File: src/hdl/dmb_pkg.sv
// Package: constants and carriers for the downstream memory 3 base address register
package dmb_pkg;

  // ---------------------------------------------------------------
  // Register offsets
  // ---------------------------------------------------------------
  localparam logic [7:0] DMB_CFG_OFF_BASE = 8'h20;
  localparam logic [11:0] DMB_CS_OFF_XLAT = 12'h010;
  localparam logic [11:0] DMB_CS_OFF_SETUP = 12'h014;
  localparam logic [11:0] DMB_CS_OFF_USETUP = 12'h018;

  // ---------------------------------------------------------------
  // Field positions
  // ---------------------------------------------------------------
  localparam int DMB_SPACE_BIT = 0;
  localparam int DMB_TYPE_LO = 1;
  localparam int DMB_PREF_BIT = 3;
  localparam int DMB_BASE_LO = 12;
  localparam int DMB_ENABLE_BIT = 31;
  localparam int DMB_BASE_W = 20;

  // ---------------------------------------------------------------
  // Encodings and reset values
  // ---------------------------------------------------------------
  localparam logic DMB_SPACE_MEM = 1'b0;
  localparam logic [1:0] DMB_TYPE_32 = 2'h0;
  localparam logic [1:0] DMB_TYPE_64 = 2'h1;
  localparam logic [DMB_BASE_W-1:0] DMB_BASE_RST = 20'h00000;
  localparam logic [31:0] DMB_SETUP_RST = 32'h00000000;
  localparam logic [31:0] DMB_XLAT_RST = 32'h00000000;
  localparam logic [31:0] DMB_DW_ZERO = 32'h00000000;

  // ---------------------------------------------------------------
  // Carriers
  // ---------------------------------------------------------------
  typedef struct packed {
    logic req;
    logic we;
    logic [7:0] off;
    logic [3:0] be;
    logic [31:0] wdata;
  } dmb_cfg_req_s;

  typedef struct packed {
    logic ack;
    logic claim;
    logic [31:0] rdata;
  } dmb_cfg_rsp_s;

  typedef struct packed {
    logic req;
    logic [11:0] off;
    logic [31:0] wdata;
  } dmb_cs_wr_s;

  typedef struct packed {
    logic valid;
    logic [63:0] addr;
  } dmb_txn_s;

  typedef struct packed {
    logic valid;
    logic hit;
    logic xlat;
    logic [63:0] addr;
  } dmb_fwd_s;

  typedef struct packed {
    logic [DMB_BASE_W-1:0] base;
    logic [31:0] setup;
    logic [31:0] usetup;
    logic [31:0] xlat;
    dmb_cfg_rsp_s cfg;
    dmb_fwd_s fwd;
  } dmb_state_s;

endpackage
File: src/hdl/dmb_base_reg.sv
// Downstream memory window 3 base address register with decode and translation
// Function
// - The space indicator reads 0, a memory window, from reset onward.
// - The address type is read-only, 00 for 32-bit and 01 for 64-bit decode, reset 00.
// - The prefetch indicator is read-only, 1 for prefetchable, reset 0.
// - Window size and type come from the setup register at control-space offset 014h.
// - The setup register may be preloaded by an EEPROM, an SMBus master or a local processor.
// - A zero in bit 31 of the setup register at 014h, or in 64-bit mode of the one at 018h, disables this window.
// - In 32-bit mode window sizes from 4KB up to 2GB are supported, as enable bit 31 of the setup register at 014h is also a mask bit.
// - In 32-bit mode hits are translated with the translated base at offset 010h.
// - In 64-bit mode hits are forwarded with no translation.
// - A base bit is writable only where the matching setup bit is one.
// - The base field resets to zero and while zero the window claims nothing.
`timescale 1ns/1ps
module dmb_base_reg
  import dmb_pkg::*;
(
  // Clock and reset
  input wire logic ref_clk,
  input wire logic rst_n,
  // Host configuration access
  input wire dmb_cfg_req_s cfg_req,
  output dmb_cfg_rsp_s cfg_rsp,
  // Setup preload sources, highest priority first
  input wire dmb_cs_wr_s eeprom_wr,
  input wire dmb_cs_wr_s smbus_wr,
  input wire dmb_cs_wr_s lproc_wr,
  // Upper 32 bits of the window base, held outside this block
  input wire logic [31:0] upper_base,
  // Transactions to decode and their forwarding result
  input wire dmb_txn_s txn,
  output dmb_fwd_s fwd,
  // Window state
  output logic window_en
);

  // ---------------------------------------------------------------
  // Helpers
  // ---------------------------------------------------------------
  function automatic logic [31:0] dmb_be_mask(input logic [3:0] be);
    logic [31:0] m;
    m = 32'h00000000;
    for (int i = 0; i < 4; i++) begin
      m[i*8 +: 8] = {8{be[i]}};
    end
    return m;
  endfunction

  function automatic logic [DMB_BASE_W-1:0] dmb_wmask(input logic [31:0] setup);
    return setup[31:DMB_BASE_LO];
  endfunction

  // ---------------------------------------------------------------
  // Decode helpers
  // ---------------------------------------------------------------
  function automatic logic dmb_is_base(input dmb_cfg_req_s r);
    return r.req && (r.off == DMB_CFG_OFF_BASE);
  endfunction

  function automatic logic dmb_is_64(input logic [1:0] t);
    return t == DMB_TYPE_64;
  endfunction

  // Bits outside the mask keep their old value
  function automatic logic [DMB_BASE_W-1:0] dmb_merge(input logic [DMB_BASE_W-1:0] old,
      input logic [DMB_BASE_W-1:0] data, input logic [DMB_BASE_W-1:0] mask);
    return (old & ~mask) | (data & mask);
  endfunction

  function automatic logic dmb_hit(input logic [63:0] addr, input logic [63:0] mask,
      input logic [63:0] base);
    return (addr & mask) == (base & mask);
  endfunction

  // Only the low 32 bits are rebased, so the result is always a 32-bit address
  function automatic logic [63:0] dmb_xlat_addr(input logic [31:0] xbase,
      input logic [31:0] addr, input logic [31:0] mask);
    return {32'h00000000, (xbase & mask) | (addr & ~mask)};
  endfunction

  // ---------------------------------------------------------------
  // State
  // ---------------------------------------------------------------
  dmb_state_s st_r;
  dmb_state_s st_nxt;
  dmb_cs_wr_s cs_sel;
  logic [DMB_BASE_W-1:0] wmask;
  logic [1:0] addr_type;
  logic en_w;
  logic [63:0] full_mask;
  logic [63:0] full_base;
  logic [31:0] bar_rd;
  logic [31:0] wr_mask;

  // ---------------------------------------------------------------
  // Preload source select
  // ---------------------------------------------------------------
  always_comb begin
    if (eeprom_wr.req) begin
      cs_sel = eeprom_wr;
    end else if (smbus_wr.req) begin
      cs_sel = smbus_wr;
    end else begin
      cs_sel = lproc_wr;
    end
  end

  // ---------------------------------------------------------------
  // Derived window attributes
  // ---------------------------------------------------------------
  always_comb begin
    wmask = dmb_wmask(st_r.setup);
    // type from setup, reserved codes fall back to 32-bit
    addr_type = dmb_is_64(st_r.setup[DMB_TYPE_LO +: 2]) ? DMB_TYPE_64 : DMB_TYPE_32;
    en_w = st_r.setup[DMB_ENABLE_BIT] &&
           (!dmb_is_64(addr_type) || st_r.usetup[DMB_ENABLE_BIT]) &&
           (st_r.base != DMB_BASE_RST);
    // 64-bit mask spans 4KB to 8EB
    full_mask = {dmb_is_64(addr_type) ? st_r.usetup : 32'hFFFFFFFF,
                 wmask, 12'h000};
    full_base = {dmb_is_64(addr_type) ? upper_base : 32'h00000000,
                 st_r.base, 12'h000};
    // memory space; prefetch; read-only bits zero
    bar_rd = {st_r.base & wmask, 8'h00, st_r.setup[DMB_PREF_BIT], addr_type, DMB_SPACE_MEM};
    wr_mask = dmb_be_mask(cfg_req.be);
  end

  // ---------------------------------------------------------------
  // Next state
  // ---------------------------------------------------------------
  always_comb begin
    st_nxt = st_r;
    // Control-space preload writes
    if (cs_sel.req) begin
      unique case (cs_sel.off)
        DMB_CS_OFF_SETUP: begin
          st_nxt.setup = cs_sel.wdata;
        end
        DMB_CS_OFF_USETUP: begin
          st_nxt.usetup = cs_sel.wdata;
        end
        DMB_CS_OFF_XLAT: begin
          st_nxt.xlat = cs_sel.wdata;
        end
        default: begin
          st_nxt.xlat = st_r.xlat;
        end
      endcase
    end
    // Host configuration access, answered one cycle later
    st_nxt.cfg.ack = cfg_req.req;
    st_nxt.cfg.claim = dmb_is_base(cfg_req);
    st_nxt.cfg.rdata = DMB_DW_ZERO;
    if (dmb_is_base(cfg_req)) begin
      if (cfg_req.we) begin
        // writable only where setup bit set
        st_nxt.base = dmb_merge(st_r.base, cfg_req.wdata[31:DMB_BASE_LO],
                                wmask & wr_mask[31:DMB_BASE_LO]);
      end else begin
        st_nxt.cfg.rdata = bar_rd;
      end
    end
    // Transaction decode and forwarding
    st_nxt.fwd.valid = txn.valid;
    st_nxt.fwd.hit = 1'b0;
    st_nxt.fwd.xlat = 1'b0;
    st_nxt.fwd.addr = txn.addr;
    if (txn.valid && en_w && dmb_hit(txn.addr, full_mask, full_base)) begin
      st_nxt.fwd.hit = 1'b1;
      if (!dmb_is_64(addr_type)) begin
        st_nxt.fwd.xlat = 1'b1;
        st_nxt.fwd.addr = dmb_xlat_addr(st_r.xlat, txn.addr[31:0], full_mask[31:0]);
      end else begin
        st_nxt.fwd.addr = txn.addr;
      end
    end
  end

  // ---------------------------------------------------------------
  // Registers
  // ---------------------------------------------------------------
  always_ff @(posedge ref_clk) begin
    if (!rst_n) begin
      st_r.base <= DMB_BASE_RST;
      st_r.setup <= DMB_SETUP_RST;
      st_r.usetup <= DMB_SETUP_RST;
      st_r.xlat <= DMB_XLAT_RST;
      st_r.cfg <= '0;
      st_r.fwd <= '0;
    end else begin
      st_r <= st_nxt;
    end
  end

  // ---------------------------------------------------------------
  // Window enable register
  // ---------------------------------------------------------------
  logic window_en_r;
  always_ff @(posedge ref_clk) begin
    if (!rst_n) begin
      window_en_r <= 1'b0;
    end else begin
      window_en_r <= en_w;
    end
  end

  // ---------------------------------------------------------------
  // Outputs
  // ---------------------------------------------------------------
  assign cfg_rsp = st_r.cfg;
  assign fwd = st_r.fwd;
  assign window_en = window_en_r;

endmodule

File: config.mk
export PLATFORM = sky130hd
export DESIGN_NAME = dmb_base_reg
export DESIGN_NICKNAME = d
export VERILOG_FILES = /design/src/hdl/dmb_pkg.sv /design/src/hdl/dmb_base_reg.sv
export SDC_FILE = /design/constraint.sdc
export NUM_CORES = 1
export LEC_CHECK = 0
export BUFFER_PORTS_ARGS = -buffer_cell sky130_fd_sc_hd__buf_2
export CAP_MARGIN = 20
export CORE_ASPECT_RATIO = 1.25
export CORE_MARGIN = 3
export CORE_UTILIZATION = 28
export DETAILED_ROUTE_END_ITERATION = 16
export SETUP_SLACK_MARGIN = 0.05
export SLEW_MARGIN = 10
export SYNTH_ARGS = -nofsm -noshare
export SYNTH_HDL_FRONTEND = slang
export SYNTH_SLANG_ARGS = --single-unit
File: constraint.sdc
create_clock -name ref_clk -period 3.1 [get_ports ref_clk]
set_clock_uncertainty 0.2 [all_clocks]
set_input_delay 0.465 -clock ref_clk [delete_from_list [all_inputs] [get_ports ref_clk]]
set_output_delay 0.465 -clock ref_clk [all_outputs]
set_load 0.02 [all_outputs]
; ---- Word level (Yosys, flattened, before mapping)
; Cells that the tools add are included.
[word_totals]
word_cells = 57
ff_bits = 218
out_inout_bits = 102
input_bits = 280
[classes]
reduce_logical = 15
bitwise = 14
eq_ne = 7
mux = 8
[ops]
columns = cell, count
row1 = 64-bit AND, 2
row2 = 45-bit two-way mux, 2
row3 = 20-bit AND, 4
row4 = 66-bit two-way mux, 1
row5 = 32-bit AND, 2
row6 = 64-bit equality test, 1
row7 = 32-bit two-way mux, 2
row8 = 64-bit two-way mux, 1
row9 = 12-bit by 5-bit equality test with 1-bit output (second input constant), 3
row10 = 32-bit inverter, 1
row11 = 32-bit OR, 1
row12 = 20-bit inverter, 1
row13 = 20-bit OR, 1
row14 = 20-bit nonzero test, 1
row15 = 2-bit AND reduction, 6
row16 = 8-bit by 6-bit equality test with 1-bit output (second input constant), 1
row17 = 1-bit logical AND, 5
row18 = 3-bit OR reduction, 1
row19 = 2-bit by 1-bit equality test with 1-bit output (second input constant), 1
row20 = 1-bit two-way mux, 2
row21 = 1-bit inverter, 2
row22 = 1-bit equality test (second input constant), 1
row23 = 1-bit logical NOT, 1
row24 = 1-bit logical OR, 1

; ---- Logic depth before layout (Yosys ltp)
; Gate-level depths: netlist of run 1.
[depth]
word_depth = 10
depth_mapped = 11
ltp_nobuf = 7

; ---- Worst setup path after synthesis of run 1
; Ideal clock, no wire load.
[synth_path]
path_kind = register to register
startpoint = reg st_r[167] (netlist name)
endpoint = reg fwd[24] (netlist name)
stages_incl_launch_ff = 10
synth_period_minus_slack_ps = 2281
required_time_ps = 2774
path_slack_ps = 819
arrival_ps = 1955
setup_time_ps = 126
path_buffers = 2
cell_sequence = dfxtp_1 -> nand2b_1 -> buf_6 -> a221oi_2 -> nand4_1 -> nor4_4 -> nand4_2 -> buf_6 -> o211ai_1 -> o31ai_2
[synth_via]
elab_chain_len = 10
word_cells_on_any_way = 16
cone_classes = 3 x eq/ne / 5 x mux / 2 x bitwise / 6 x reduce/logical
[synth_lines]
columns = element, line
row1 = "start, declared", dmb_base_reg.sv:84  ; dmb_state_s st_r;
row2 = "start signal, assigned", dmb_base_reg.sv:191  ; st_r <= st_nxt;
row3 = 2-bit by 1-bit equality test with 1-bit output *, dmb_base_reg.sv:61  ; return t == DMB_TYPE_64;
row4 = 1-bit two-way mux *, dmb_base_reg.sv:114  ; addr_type = dmb_is_64(st_r.setup[DMB_TYPE_LO +: 2]) ? DMB_TYPE_64 : DMB_TYPE_32;
row5 = 1-bit equality test *, dmb_base_reg.sv:61
row6 = "parallel branches: the longest is 6 deep, another holds 64-bit AND", n/a
row7 = 66-bit two-way mux *, dmb_base_reg.sv:168  ; if (txn.valid && en_w && dmb_hit(txn.addr, full_mask, full_base)) begin
; Mark *: on every way between the ends.
; A chain may end at the register's enable or synchronous reset.

; ---- Worst setup path in the final report of run 1
[layout_path]
startpoint = reg st_r[167] (netlist name)
endpoint = reg fwd[24] (netlist name)
[layout_via]
elab_chain_len = 10
word_cells_on_any_way = 16
cone_classes = 3 x eq/ne / 5 x mux / 2 x bitwise / 6 x reduce/logical
[layout_lines]
columns = element, line
row1 = 2-bit by 1-bit equality test with 1-bit output *, dmb_base_reg.sv:61
row2 = 1-bit two-way mux *, dmb_base_reg.sv:114
row3 = 1-bit equality test *, dmb_base_reg.sv:61
row4 = "parallel branches: the longest is 6 deep, another holds 64-bit AND", n/a
row5 = 66-bit two-way mux *, dmb_base_reg.sv:168
; Marked as above.

==> impl_metrics.env, run 1 <==
export IMPL_status="finished, final reports clean"
export IMPL_start_util=0.288
export IMPL_cts_sink_count=187
export IMPL_synth_sequential_area_ratio=0.415
export IMPL_p_per_area_nw_per_um2=476
export IMPL_ys_types=43
export IMPL_max_clock_path_buffers=2
export IMPL_netlist_area_um2=9030
export IMPL_cts_tree="built"
export IMPL_ant_nets=0
export IMPL_syn_to_final_growth_pct=23.9
export IMPL_synth_main_ff_cell="dfxtp_1"
export IMPL_drt_iter0_markers=505
export IMPL_slew_headroom=0.290
export IMPL_post_cts_buffers=0
export IMPL_grt_total_usage=0.178
export IMPL_setup_viol=0
export IMPL_worst_slew_pin_slew_ns=1.05
export IMPL_hold_buffers=0
export IMPL_arrival_ns=2.89
export IMPL_wl_per_cell_um=18.6
export IMPL_dp_cells=1653
export IMPL_avgSynthCellArea_um2=8.94
export IMPL_yosysMostFrequentCell="dfxtp_1"
export IMPL_path_clk_slew_ns=0.08
export IMPL_synth_cells=1010
export IMPL_worstHoldPathType="in2reg"
export IMPL_cap_violations=0
export IMPL_ys_seq_elements=187
export IMPL_grt_overflow_total=0
export IMPL_htreeDepth=4
export IMPL_final_nets=1545
export IMPL_synth_edff_count=0
export IMPL_grt_max_degree=88
export IMPL_required_ns=3.23
export IMPL_crit_fanout=26
export IMPL_dieArea_um2=34400
export IMPL_fp_row_count=72
export IMPL_dp_hpwl_um=24900
export IMPL_pin_count=382
export IMPL_die_y_um=207
export IMPL_cts_made_buffers=17
export IMPL_maxSlewViolCount=0
export IMPL_antenna_found_initial=2
export IMPL_post_cts_resize_count=0
export IMPL_synth_area_top_cells="dfxtp_1, mux2i_1, buf_4, nor2_1, o21ai_0"
export IMPL_p_total_w=0.00532
export IMPL_fmax_ghz=0.362
export IMPL_ir_worst_vdd_mv=0.311
export IMPL_cts_root_buf="clkbuf_16"
export IMPL_globalplace_congestion=0.838
export IMPL_final_period_utilization=0.890
export IMPL_hold_viol=0
export IMPL_rsz0062_at_grt="false"
export IMPL_netlist_top_cells_count="dfxtp_1, nor2_1, mux2i_1"
export IMPL_cp_start_kind="register"
export IMPL_crit_top_cell="buf_4"
export IMPL_crit_slowest_cell="dfxtp_1"
export IMPL_grt_pass1_wl_um=46000
export IMPL_die_x_um=167
export IMPL_criticalPathCategory="reg2reg"
export IMPL_finalCriticalPeriod_ns=2.76
export IMPL_num_vias=7850
export IMPL_yosysWarnings=0
export IMPL_yosysTopAreaCell="dfxtp_1"
export IMPL_synthDominantCellAreaShare=0.415
export IMPL_io_buffer_count=358
export IMPL_grt_pass1_vias=7672
export IMPL_worstSetupEndpointType="register"
export IMPL_clkLatencyLatePin_ns=0.45
export IMPL_slowest_delay_ns=0.49
export IMPL_crit_chain="buf_4, and4bb_2, o21ai_0, and3_1, and4_1, nand4_2, buf_4, o211ai_1, o31ai_2"
export IMPL_tns_ns=0
export IMPL_drcViolationCount=0
export IMPL_async_reset_ff_frac=0
export IMPL_dr_pass1_iters=4
export IMPL_drt_total_wl_um=31300
export IMPL_leakage_nw=5.68
export IMPL_instances_no_fill=1686
export IMPL_drive_gt1_frac=0.340
export IMPL_core_um2=31400
export IMPL_viasPerCell=4.66
[cell type report]
class,count,area [um2]
flip-flops and latches,187,3740
well taps,407,509
inverters,22,83.8
fillers,3293,20200
clock buffers,17,425
multi-input cells,657,4230
repair buffers,380,1990
clock inverters,15,195
diodes,1,2.50
[cell usage in the layout (no fill, tap or decap), types with 10 or more instances in the layout]
master,count
nor4_1,15
nor2b_1,21
and3_1,24
conb_1,10
nand2_1,56
a22oi_1,11
inv_1,21
dfxtp_1,186
a21oi_1,34
clkbuf_16,17
nor2_1,121
nand3_1,19
buf_2,359
mux2i_1,120
and2_1,47
nand2b_1,23
xor2_1,20
and4bb_2,14
buf_4,18
o21ai_0,67
[through the flow]
step	hold WS [ns]	worst slack [ns]	instance area (um2)	utilization
3_3_place_gp	0.245	0.238	10600	0.337
6_report	0.0257	0.340	11200	0.357
4_1_cts	0.000906	0.127	11200	0.357
5_1_grt	0.00861	0.175	11200	0.357
2_1_floorplan	0.230	0.819	9060	-
3_5_place_dp	0.244	0.131	10600	0.337
[routing by layer]
layer | part of all wire | global-route usage | up-vias
met1 | 0.40 | 0.203 | 3641
met4 | 0.027 | 0.0678 | 0
met2 | 0.52 | 0.336 | 320
li1 | - | - | 3845
met3 | 0.049 | 0.0276 | 44
met5 | 0 | 0 | -
[path summary, 6_finish.rpt]
kind / startpoint / to / slack, ns / cells past startpoint
worst max register to register: st_r[167]$_SDFFE_PN0P_ / fwd[24]$_SDFF_PN0_ / 0.34 / 9
worst min register to register: st_r[123]$_SDFFE_PN0P_ / fwd[22]$_SDFF_PN0_ / 0.26 / 2
worst min-delay path: txn[6] / fwd[6]$_SDFF_PN0_ / 0.03 / 2
worst max-delay path: st_r[167]$_SDFFE_PN0P_ / fwd[24]$_SDFF_PN0_ / 0.34 / 9
[worst max-delay path, delay by kind of cell (launching register included)]
| kind | cells | cell delay (ns) |
|---|---|---|
| buffers and inverters | 2 | 0.47 |
| flip-flops | 1 | 0.49 |
| AND/OR/NAND/NOR | 4 | 0.78 |
| AO/OA/AOI/OAI | 3 | 0.70 |
[logic make-up (layout without fill, tap and decap cells)]
group	Yosys count	after routing	synth area share
compound gates	132	132	0.0847
simple gates	375	375	0.227
mux	120	120	0.133
buf+inv	175	434	0.120
other cells	1	11	0.000415
flops	187	187	0.415
xor+xnor	20	20	0.0194
[report_power, final]
part,leakage (nW),switching (W),total (W),internal [W]
Clock,0.301,0.00110,0.00227,0.00117
Sequential,1.52,0.0000134,0.00246,0.00245
Combinational,3.86,0.000342,0.000597,0.000255
Power figures use the tool's default switching activity.
==> run 2, diff against run 1 <==
--- a/config.mk
+++ b/config.mk
@@ -5,6 +5,7 @@
 export SDC_FILE = /design/constraint.sdc
 export NUM_CORES = 1
 export LEC_CHECK = 0
+export ABC_AREA = 1
 export BUFFER_PORTS_ARGS = -buffer_cell sky130_fd_sc_hd__buf_2
 export CAP_MARGIN = 20
 export CORE_ASPECT_RATIO = 1.25
==> impl_metrics.env, run 2 <==
export IMPL_synth_cells=1623
export IMPL_drt_iter0_markers=524
export IMPL_leakage_nw=6.53
export IMPL_grt_pass1_wl_um=52700
export IMPL_post_cts_resize_count=0
export IMPL_synth_main_ff_cell="dfxtp_1"
export IMPL_fillers=3909
export IMPL_viasPerCell=4.48
export IMPL_path_delay_family="simple AND/OR/NAND/NOR gates"
export IMPL_pin_count=382
export IMPL_arrival_ns=2.73
export IMPL_synth_area_top_cells="dfxtp_1, nand2_1, nor2_1, buf_4, nand3_1"
export IMPL_grt_pass1_vias=9873
export IMPL_ys_types=31
export IMPL_globalplace_congestion=0.893
export IMPL_die_x_um=176
export IMPL_dp_hpwl_um=27900
export IMPL_required_ns=3.25
export IMPL_cts_tree="built"
export IMPL_ys_seq_elements=187
export IMPL_synth_edff_count=0
export IMPL_drt_total_wl_um=35400
export IMPL_drcViolationCount=0
export IMPL_crit_fanout=45
export IMPL_fin_hold_ws_ns=0.0357
export IMPL_antenna_found_initial=5
export IMPL_crit_slowest_cell="inv_2"
export IMPL_worst_slew_pin_slew_ns=0.776
export IMPL_final_cell_area_um2=12300
export IMPL_setup_slack_ns=0.516
export IMPL_cap_violations=0
export IMPL_num_vias=10540
export IMPL_crit_top_cell="nand2_1"
export IMPL_slew_headroom=0.483
export IMPL_place_area_um2=11600
export IMPL_yosysMostFrequentCell="nand2_1"
export IMPL_clkLatencyLatePin_ns=0.45
export IMPL_grt_overflow_total=0
export IMPL_drive_gt1_frac=0.225
export IMPL_cp_start_kind="register"
export IMPL_async_reset_ff_frac=0
export IMPL_cts_sink_count=187
export IMPL_netlist_top_cells_count="nand2_1, nor2_1, dfxtp_1"
export IMPL_crit_chain="inv_2, nand4_1, nand3_1, nand2_1, nor2_1, nand2_1, nor2_1, nand3_1, buf_4, nand2_1, nand2_1, nor2_1"
export IMPL_fp_row_count=77
export IMPL_die_y_um=219
export IMPL_yosysTopAreaCell="dfxtp_1"
export IMPL_cts_root_buf="clkbuf_16"
export IMPL_grt_max_degree=162
export IMPL_syn_to_final_growth_pct=21.2
export IMPL_worstHoldPathType="in2reg"
export IMPL_ir_worst_vdd_mv=0.389
export IMPL_instances_no_fill=2355
export IMPL_final_nets=2142
export IMPL_critPathBufInv=2
export IMPL_synth_sequential_area_ratio=0.369
export IMPL_avgSynthCellArea_um2=6.26
export IMPL_finalCriticalPeriod_ns=2.58
export IMPL_dr_pass1_iters=5
export IMPL_p_per_area_nw_per_um2=428
export IMPL_start_util=0.286
export IMPL_path_clk_slew_ns=0.07
export IMPL_hold_viol=0
export IMPL_final_period_utilization=0.834
export IMPL_final_common_cell="nand2_1"
export IMPL_wl_per_cell_um=15.0
export IMPL_netlist_area_um2=10200
export IMPL_synthDominantCellAreaShare=0.369
export IMPL_status="finished, final reports clean"
export IMPL_fmax_ghz=0.387
export IMPL_cts_made_buffers=17
export IMPL_slowest_delay_ns=0.51
export IMPL_setup_viol=0
export IMPL_htreeDepth=4
export IMPL_ant_nets=0
export IMPL_yosysWarnings=0
export IMPL_tns_ns=0
export IMPL_final_cell_mix="nand2_1, buf_2, nor2_1"
export IMPL_grt_total_usage=0.178
export IMPL_ff_latch_area_um2=3740
export IMPL_io_buffer_count=358
export IMPL_maxSlewViolCount=0
export IMPL_worstSetupEndpointType="register"
export IMPL_dieArea_um2=38600
export IMPL_rsz0062_at_grt="false"
export IMPL_criticalPathCategory="reg2reg"
export IMPL_max_clock_path_buffers=2
export IMPL_dp_cells=2305
export IMPL_dp_worst_setup_slack_ns=0.525
export IMPL_core_um2=35600
export IMPL_multi_input_area_um2=4610
run 2: worst register-to-register path, stage by stage, from the launching register on:
cell and delay [ns]:
dfxtp_1 0.35, inv_2 0.51, nand4_1 0.17, nand3_1 0.21
nand2_1 0.07, nor2_1 0.10, nand2_1 0.05, nor2_1 0.15
nand3_1 0.09, buf_4 0.22, nand2_1 0.10, nand2_1 0.05
nor2_1 0.23
run 2: worst paths after layout:
check / startpoint / to / slack, ns / cells past startpoint
setup / recovery: st_r[167]$_SDFFE_PN0P_ / fwd[22]$_SDFF_PN0_ / 0.52 / 12
hold / removal: txn[42] / fwd[42]$_SDFF_PN0_ / 0.04 / 3
setup reg to reg: st_r[167]$_SDFFE_PN0P_ / fwd[22]$_SDFF_PN0_ / 0.52 / 12
hold reg to reg: bar_rd[3]$_SDFFE_PN0P_ / cfg_rsp[3]$_SDFF_PP0_ / 0.23 / 2
run 2: per-layer routing:
metal | share of wire | up-vias | GRT usage
met2 | 0.51 | 359 | 0.321
met3 | 0.055 | 57 | 0.0325
met1 | 0.40 | 4707 | 0.204
met4 | 0.035 | 0 | 0.0795
met5 | 0 | - | 0
li1 | - | 5417 | -
run 2: final cells by class:
cell class                      count  area share
Antenna cell                        6     0.00122
Clock buffer                       19      0.0360
Clock inverter                     13      0.0105
Inverter                          187      0.0570
Multi-Input combinational cell   1080       0.375
Sequential cell                   187       0.304
Tap cell                          474      0.0482
Timing Repair Buffer              389       0.168
run 2: cells by family (layout without fill, tap and decap cells):
kind of cell	after synthesis	count (layout)	share of synthesized area
simple gates	902	902	0.363
compound gates	168	168	0.0863
buf+inv	365	608	0.181
flops	187	187	0.369
other cells	1	16	0.000369
run 2: report_power, final:
| part | switching [W] | internal, W | leakage, nW |
|---|---|---|---|
| Combinational | 0.000408 | 0.000253 | 4.73 |
| Sequential | 0.0000114 | 0.00245 | 1.52 |
| Clock | 0.00100 | 0.00115 | 0.275 |
run 2: per-stage QoR:
stage	power, W	util
final	0.00527	0.346
after global routing	0.00553	0.346
after CTS	0.00535	0.346
after detailed placement	0.00317	0.326
after global placement	0.00316	0.326
after floorplan	0.00289	-
run 2: repair_timing:
action / CTS / global route
setup buffers: 0 / 0
endpoints found under the hold margin: 12 / 0
hold buffers: 12 / 0
endpoints found under the setup margin: 0 / 0
==> run 3, diff against run 2 <==
==> constraint.sdc (replaced) <==
create_clock -name ref_clk -period 2.5 [get_ports ref_clk]
set_clock_uncertainty 0.2 [all_clocks]
set_input_delay 0.375 -clock ref_clk [delete_from_list [all_inputs] [get_ports ref_clk]]
set_output_delay 0.375 -clock ref_clk [all_outputs]
set_load 0.02 [all_outputs]
==> impl_metrics.env, run 3 (same netlist as run 2, synthesis figures left out) <==
export IMPL_tns_ns=0
export IMPL_clkLatencyLatePin_ns=0.45
export IMPL_antenna_found_initial=6
export IMPL_syn_to_final_growth_pct=29.1
export IMPL_grt_max_degree=162
export IMPL_worstSetupEndpointType="register"
export IMPL_die_x_um=176
export IMPL_path_delay_family="simple AND/OR/NAND/NOR gates"
export IMPL_hold_viol=0
export IMPL_final_cell_mix="nand2_1, buf_2, nor2_1"
export IMPL_dr_pass1_iters=5
export IMPL_crit_chain="inv_2, nor2_4, buf_12, buf_12, nand2_1, nand2_2, buf_4, nand4_1, nor3_2, nand3_2, buf_12, nor2_1, nor2_2"
export IMPL_timing_rr_start="st_r[166]$_SDFFE_PN0P_"
export IMPL_leakage_nw=6.88
export IMPL_dp_cells=2325
export IMPL_cp_depth=13
export IMPL_crit_top_cell="buf_12"
export IMPL_grt_pass1_wl_um=54900
export IMPL_die_y_um=219
export IMPL_fmax_ghz=0.433
export IMPL_drive_gt1_frac=0.233
export IMPL_critPathBufInv=5
export IMPL_crit_fanout=22
export IMPL_crit_slowest_cell="dfxtp_2"
export IMPL_finalCriticalPeriod_ns=2.31
export IMPL_drt_total_wl_um=37000
export IMPL_maxSlewViolCount=0
export IMPL_start_util=0.286
export IMPL_fillers=3838
export IMPL_reg2reg_to="fwd[16]$_SDFF_PN0_"
export IMPL_num_vias=10897
export IMPL_io_buffer_count=358
export IMPL_p_per_area_nw_per_um2=521
export IMPL_instances_no_fill=2419
export IMPL_dp_hpwl_um=28600
export IMPL_cts_sink_count=187
export IMPL_hold_path_depth=3
export IMPL_required_ns=2.65
export IMPL_grt_overflow_total=0
export IMPL_cts_tree="built"
export IMPL_arrival_ns=2.46
export IMPL_cp_start_kind="register"
export IMPL_htreeDepth=4
export IMPL_globalplace_congestion=0.872
export IMPL_setup_slack_ns=0.192
export IMPL_ir_worst_vdd_mv=0.474
export IMPL_drcViolationCount=0
export IMPL_ant_nets=0
export IMPL_dp_worst_setup_slack_ns=0.119
export IMPL_pin_count=382
export IMPL_core_um2=35600
export IMPL_criticalPathCategory="reg2reg"
export IMPL_viasPerCell=4.50
export IMPL_status="finished, final reports clean"
export IMPL_drt_iter0_markers=621
export IMPL_dieArea_um2=38600
export IMPL_slowest_delay_ns=0.37
export IMPL_final_nets=2206
export IMPL_setup_viol=0
export IMPL_final_period_utilization=0.923
export IMPL_cts_root_buf="clkbuf_16"
export IMPL_final_common_cell="nand2_1"
export IMPL_slew_headroom=0.512
export IMPL_hold_start="cfg_req[17]"
export IMPL_grt_total_usage=0.185
export IMPL_worst_slew_pin_slew_ns=0.732
export IMPL_fp_row_count=77
export IMPL_cts_made_buffers=17
export IMPL_final_util=0.369
export IMPL_fin_hold_ws_ns=0.0204
export IMPL_grt_pass1_vias=10291
export IMPL_rsz0062_at_grt="false"
export IMPL_worstHoldPathType="in2reg"
export IMPL_wl_per_cell_um=15.3
export IMPL_rrSetupSlack_ns=0.19
export IMPL_worst_r2r_cell_count=13
export IMPL_path_clk_slew_ns=0.07
export IMPL_cap_violations=0
export IMPL_max_clock_path_buffers=2
[run 3: cell count changes in the layout (fill, tap and decap cells not counted), moves of 3 or more]
cell	change
inv_6	+3
buf_12	+10
dlygate4sd3_1	+40
buf_4	+12
[run 3: final cells by class]
| cell class | count | area (um2) | share of cell area |
|---|---|---|---|
| Sequential cell | 187 | 3750 | 0.286 |
| Timing Repair Buffer | 453 | 2810 | 0.214 |
| Antenna cell | 6 | 15.0 | 0.00115 |
| Clock inverter | 13 | 176 | 0.0135 |
| Tap cell | 474 | 593 | 0.0453 |
| Clock buffer | 19 | 433 | 0.0330 |
| Multi-Input combinational cell | 1080 | 4620 | 0.353 |
| Inverter | 187 | 707 | 0.0539 |
[run 3: worst max-delay path by stage]
stage / start / to / slack (ns)
finish: st_r[166]$_SDFFE_PN0P_ / fwd[16]$_SDFF_PN0_ / 0.19
global route: st_r[166]$_SDFFE_PN0P_ / fwd[16]$_SDFF_PN0_ / 0.07
CTS: st_r[166]$_SDFFE_PN0P_ / fwd[31]$_SDFF_PN0_ / 0.08
detailed placement: st_r[166]$_SDFFE_PN0P_ / fwd[16]$_SDFF_PN0_ / 0.12
global placement: st_r[166]$_SDFFE_PN0P_ / fwd[23]$_SDFF_PN0_ / 0.13
floorplan: smbus_wr[44] / st_r[134]$_SDFFE_PN0P_ / 0.54
[run 3: through the flow]
stage	cell area (um2)	total power [W]
2_1_floorplan	10200	0.00359
3_3_place_gp	11900	0.00395
3_5_place_dp	11900	0.00395
4_1_cts	13000	0.00690
5_1_grt	13100	0.00711
6_report	13100	0.00682
[run 3: worst register-to-register path, stage by stage (launching register included)]
cell and delay, ns:
dfxtp_2 0.37, inv_2 0.05, nor2_4 0.13, buf_12 0.13, buf_12 0.11, nand2_1 0.06, nand2_2 0.12, buf_4 0.13
nand4_1 0.15, nor3_2 0.27, nand3_2 0.13, buf_12 0.18, nor2_1 0.13, nor2_2 0.06
[run 3: routing by layer]
layer,share of wire,up-vias,track usage,routed length [um]
li1,-,5543,-,-
met1,0.40,4874,0.210,14800
met2,0.51,399,0.336,18800
met3,0.056,81,0.0296,2090
met4,0.038,0,0.0882,1400
met5,0,-,0,0
[run 3: repair_timing]
action,4_1_cts,5_1_grt
setup endpoints to repair,0,20
hold buffers,52,0
buffers inserted,0,2
resized for setup,0,9
hold endpoints to repair,52,0
[run 3: report_power, final]
| group | total, W | internal (W) | switching, W | leakage [nW] |
|---|---|---|---|---|
| sequential | 0.00305 | 0.00303 | 0.0000170 | 1.53 |
| clock | 0.00288 | 0.00160 | 0.00128 | 0.288 |
| combinational | 0.000894 | 0.000373 | 0.000522 | 5.07 |
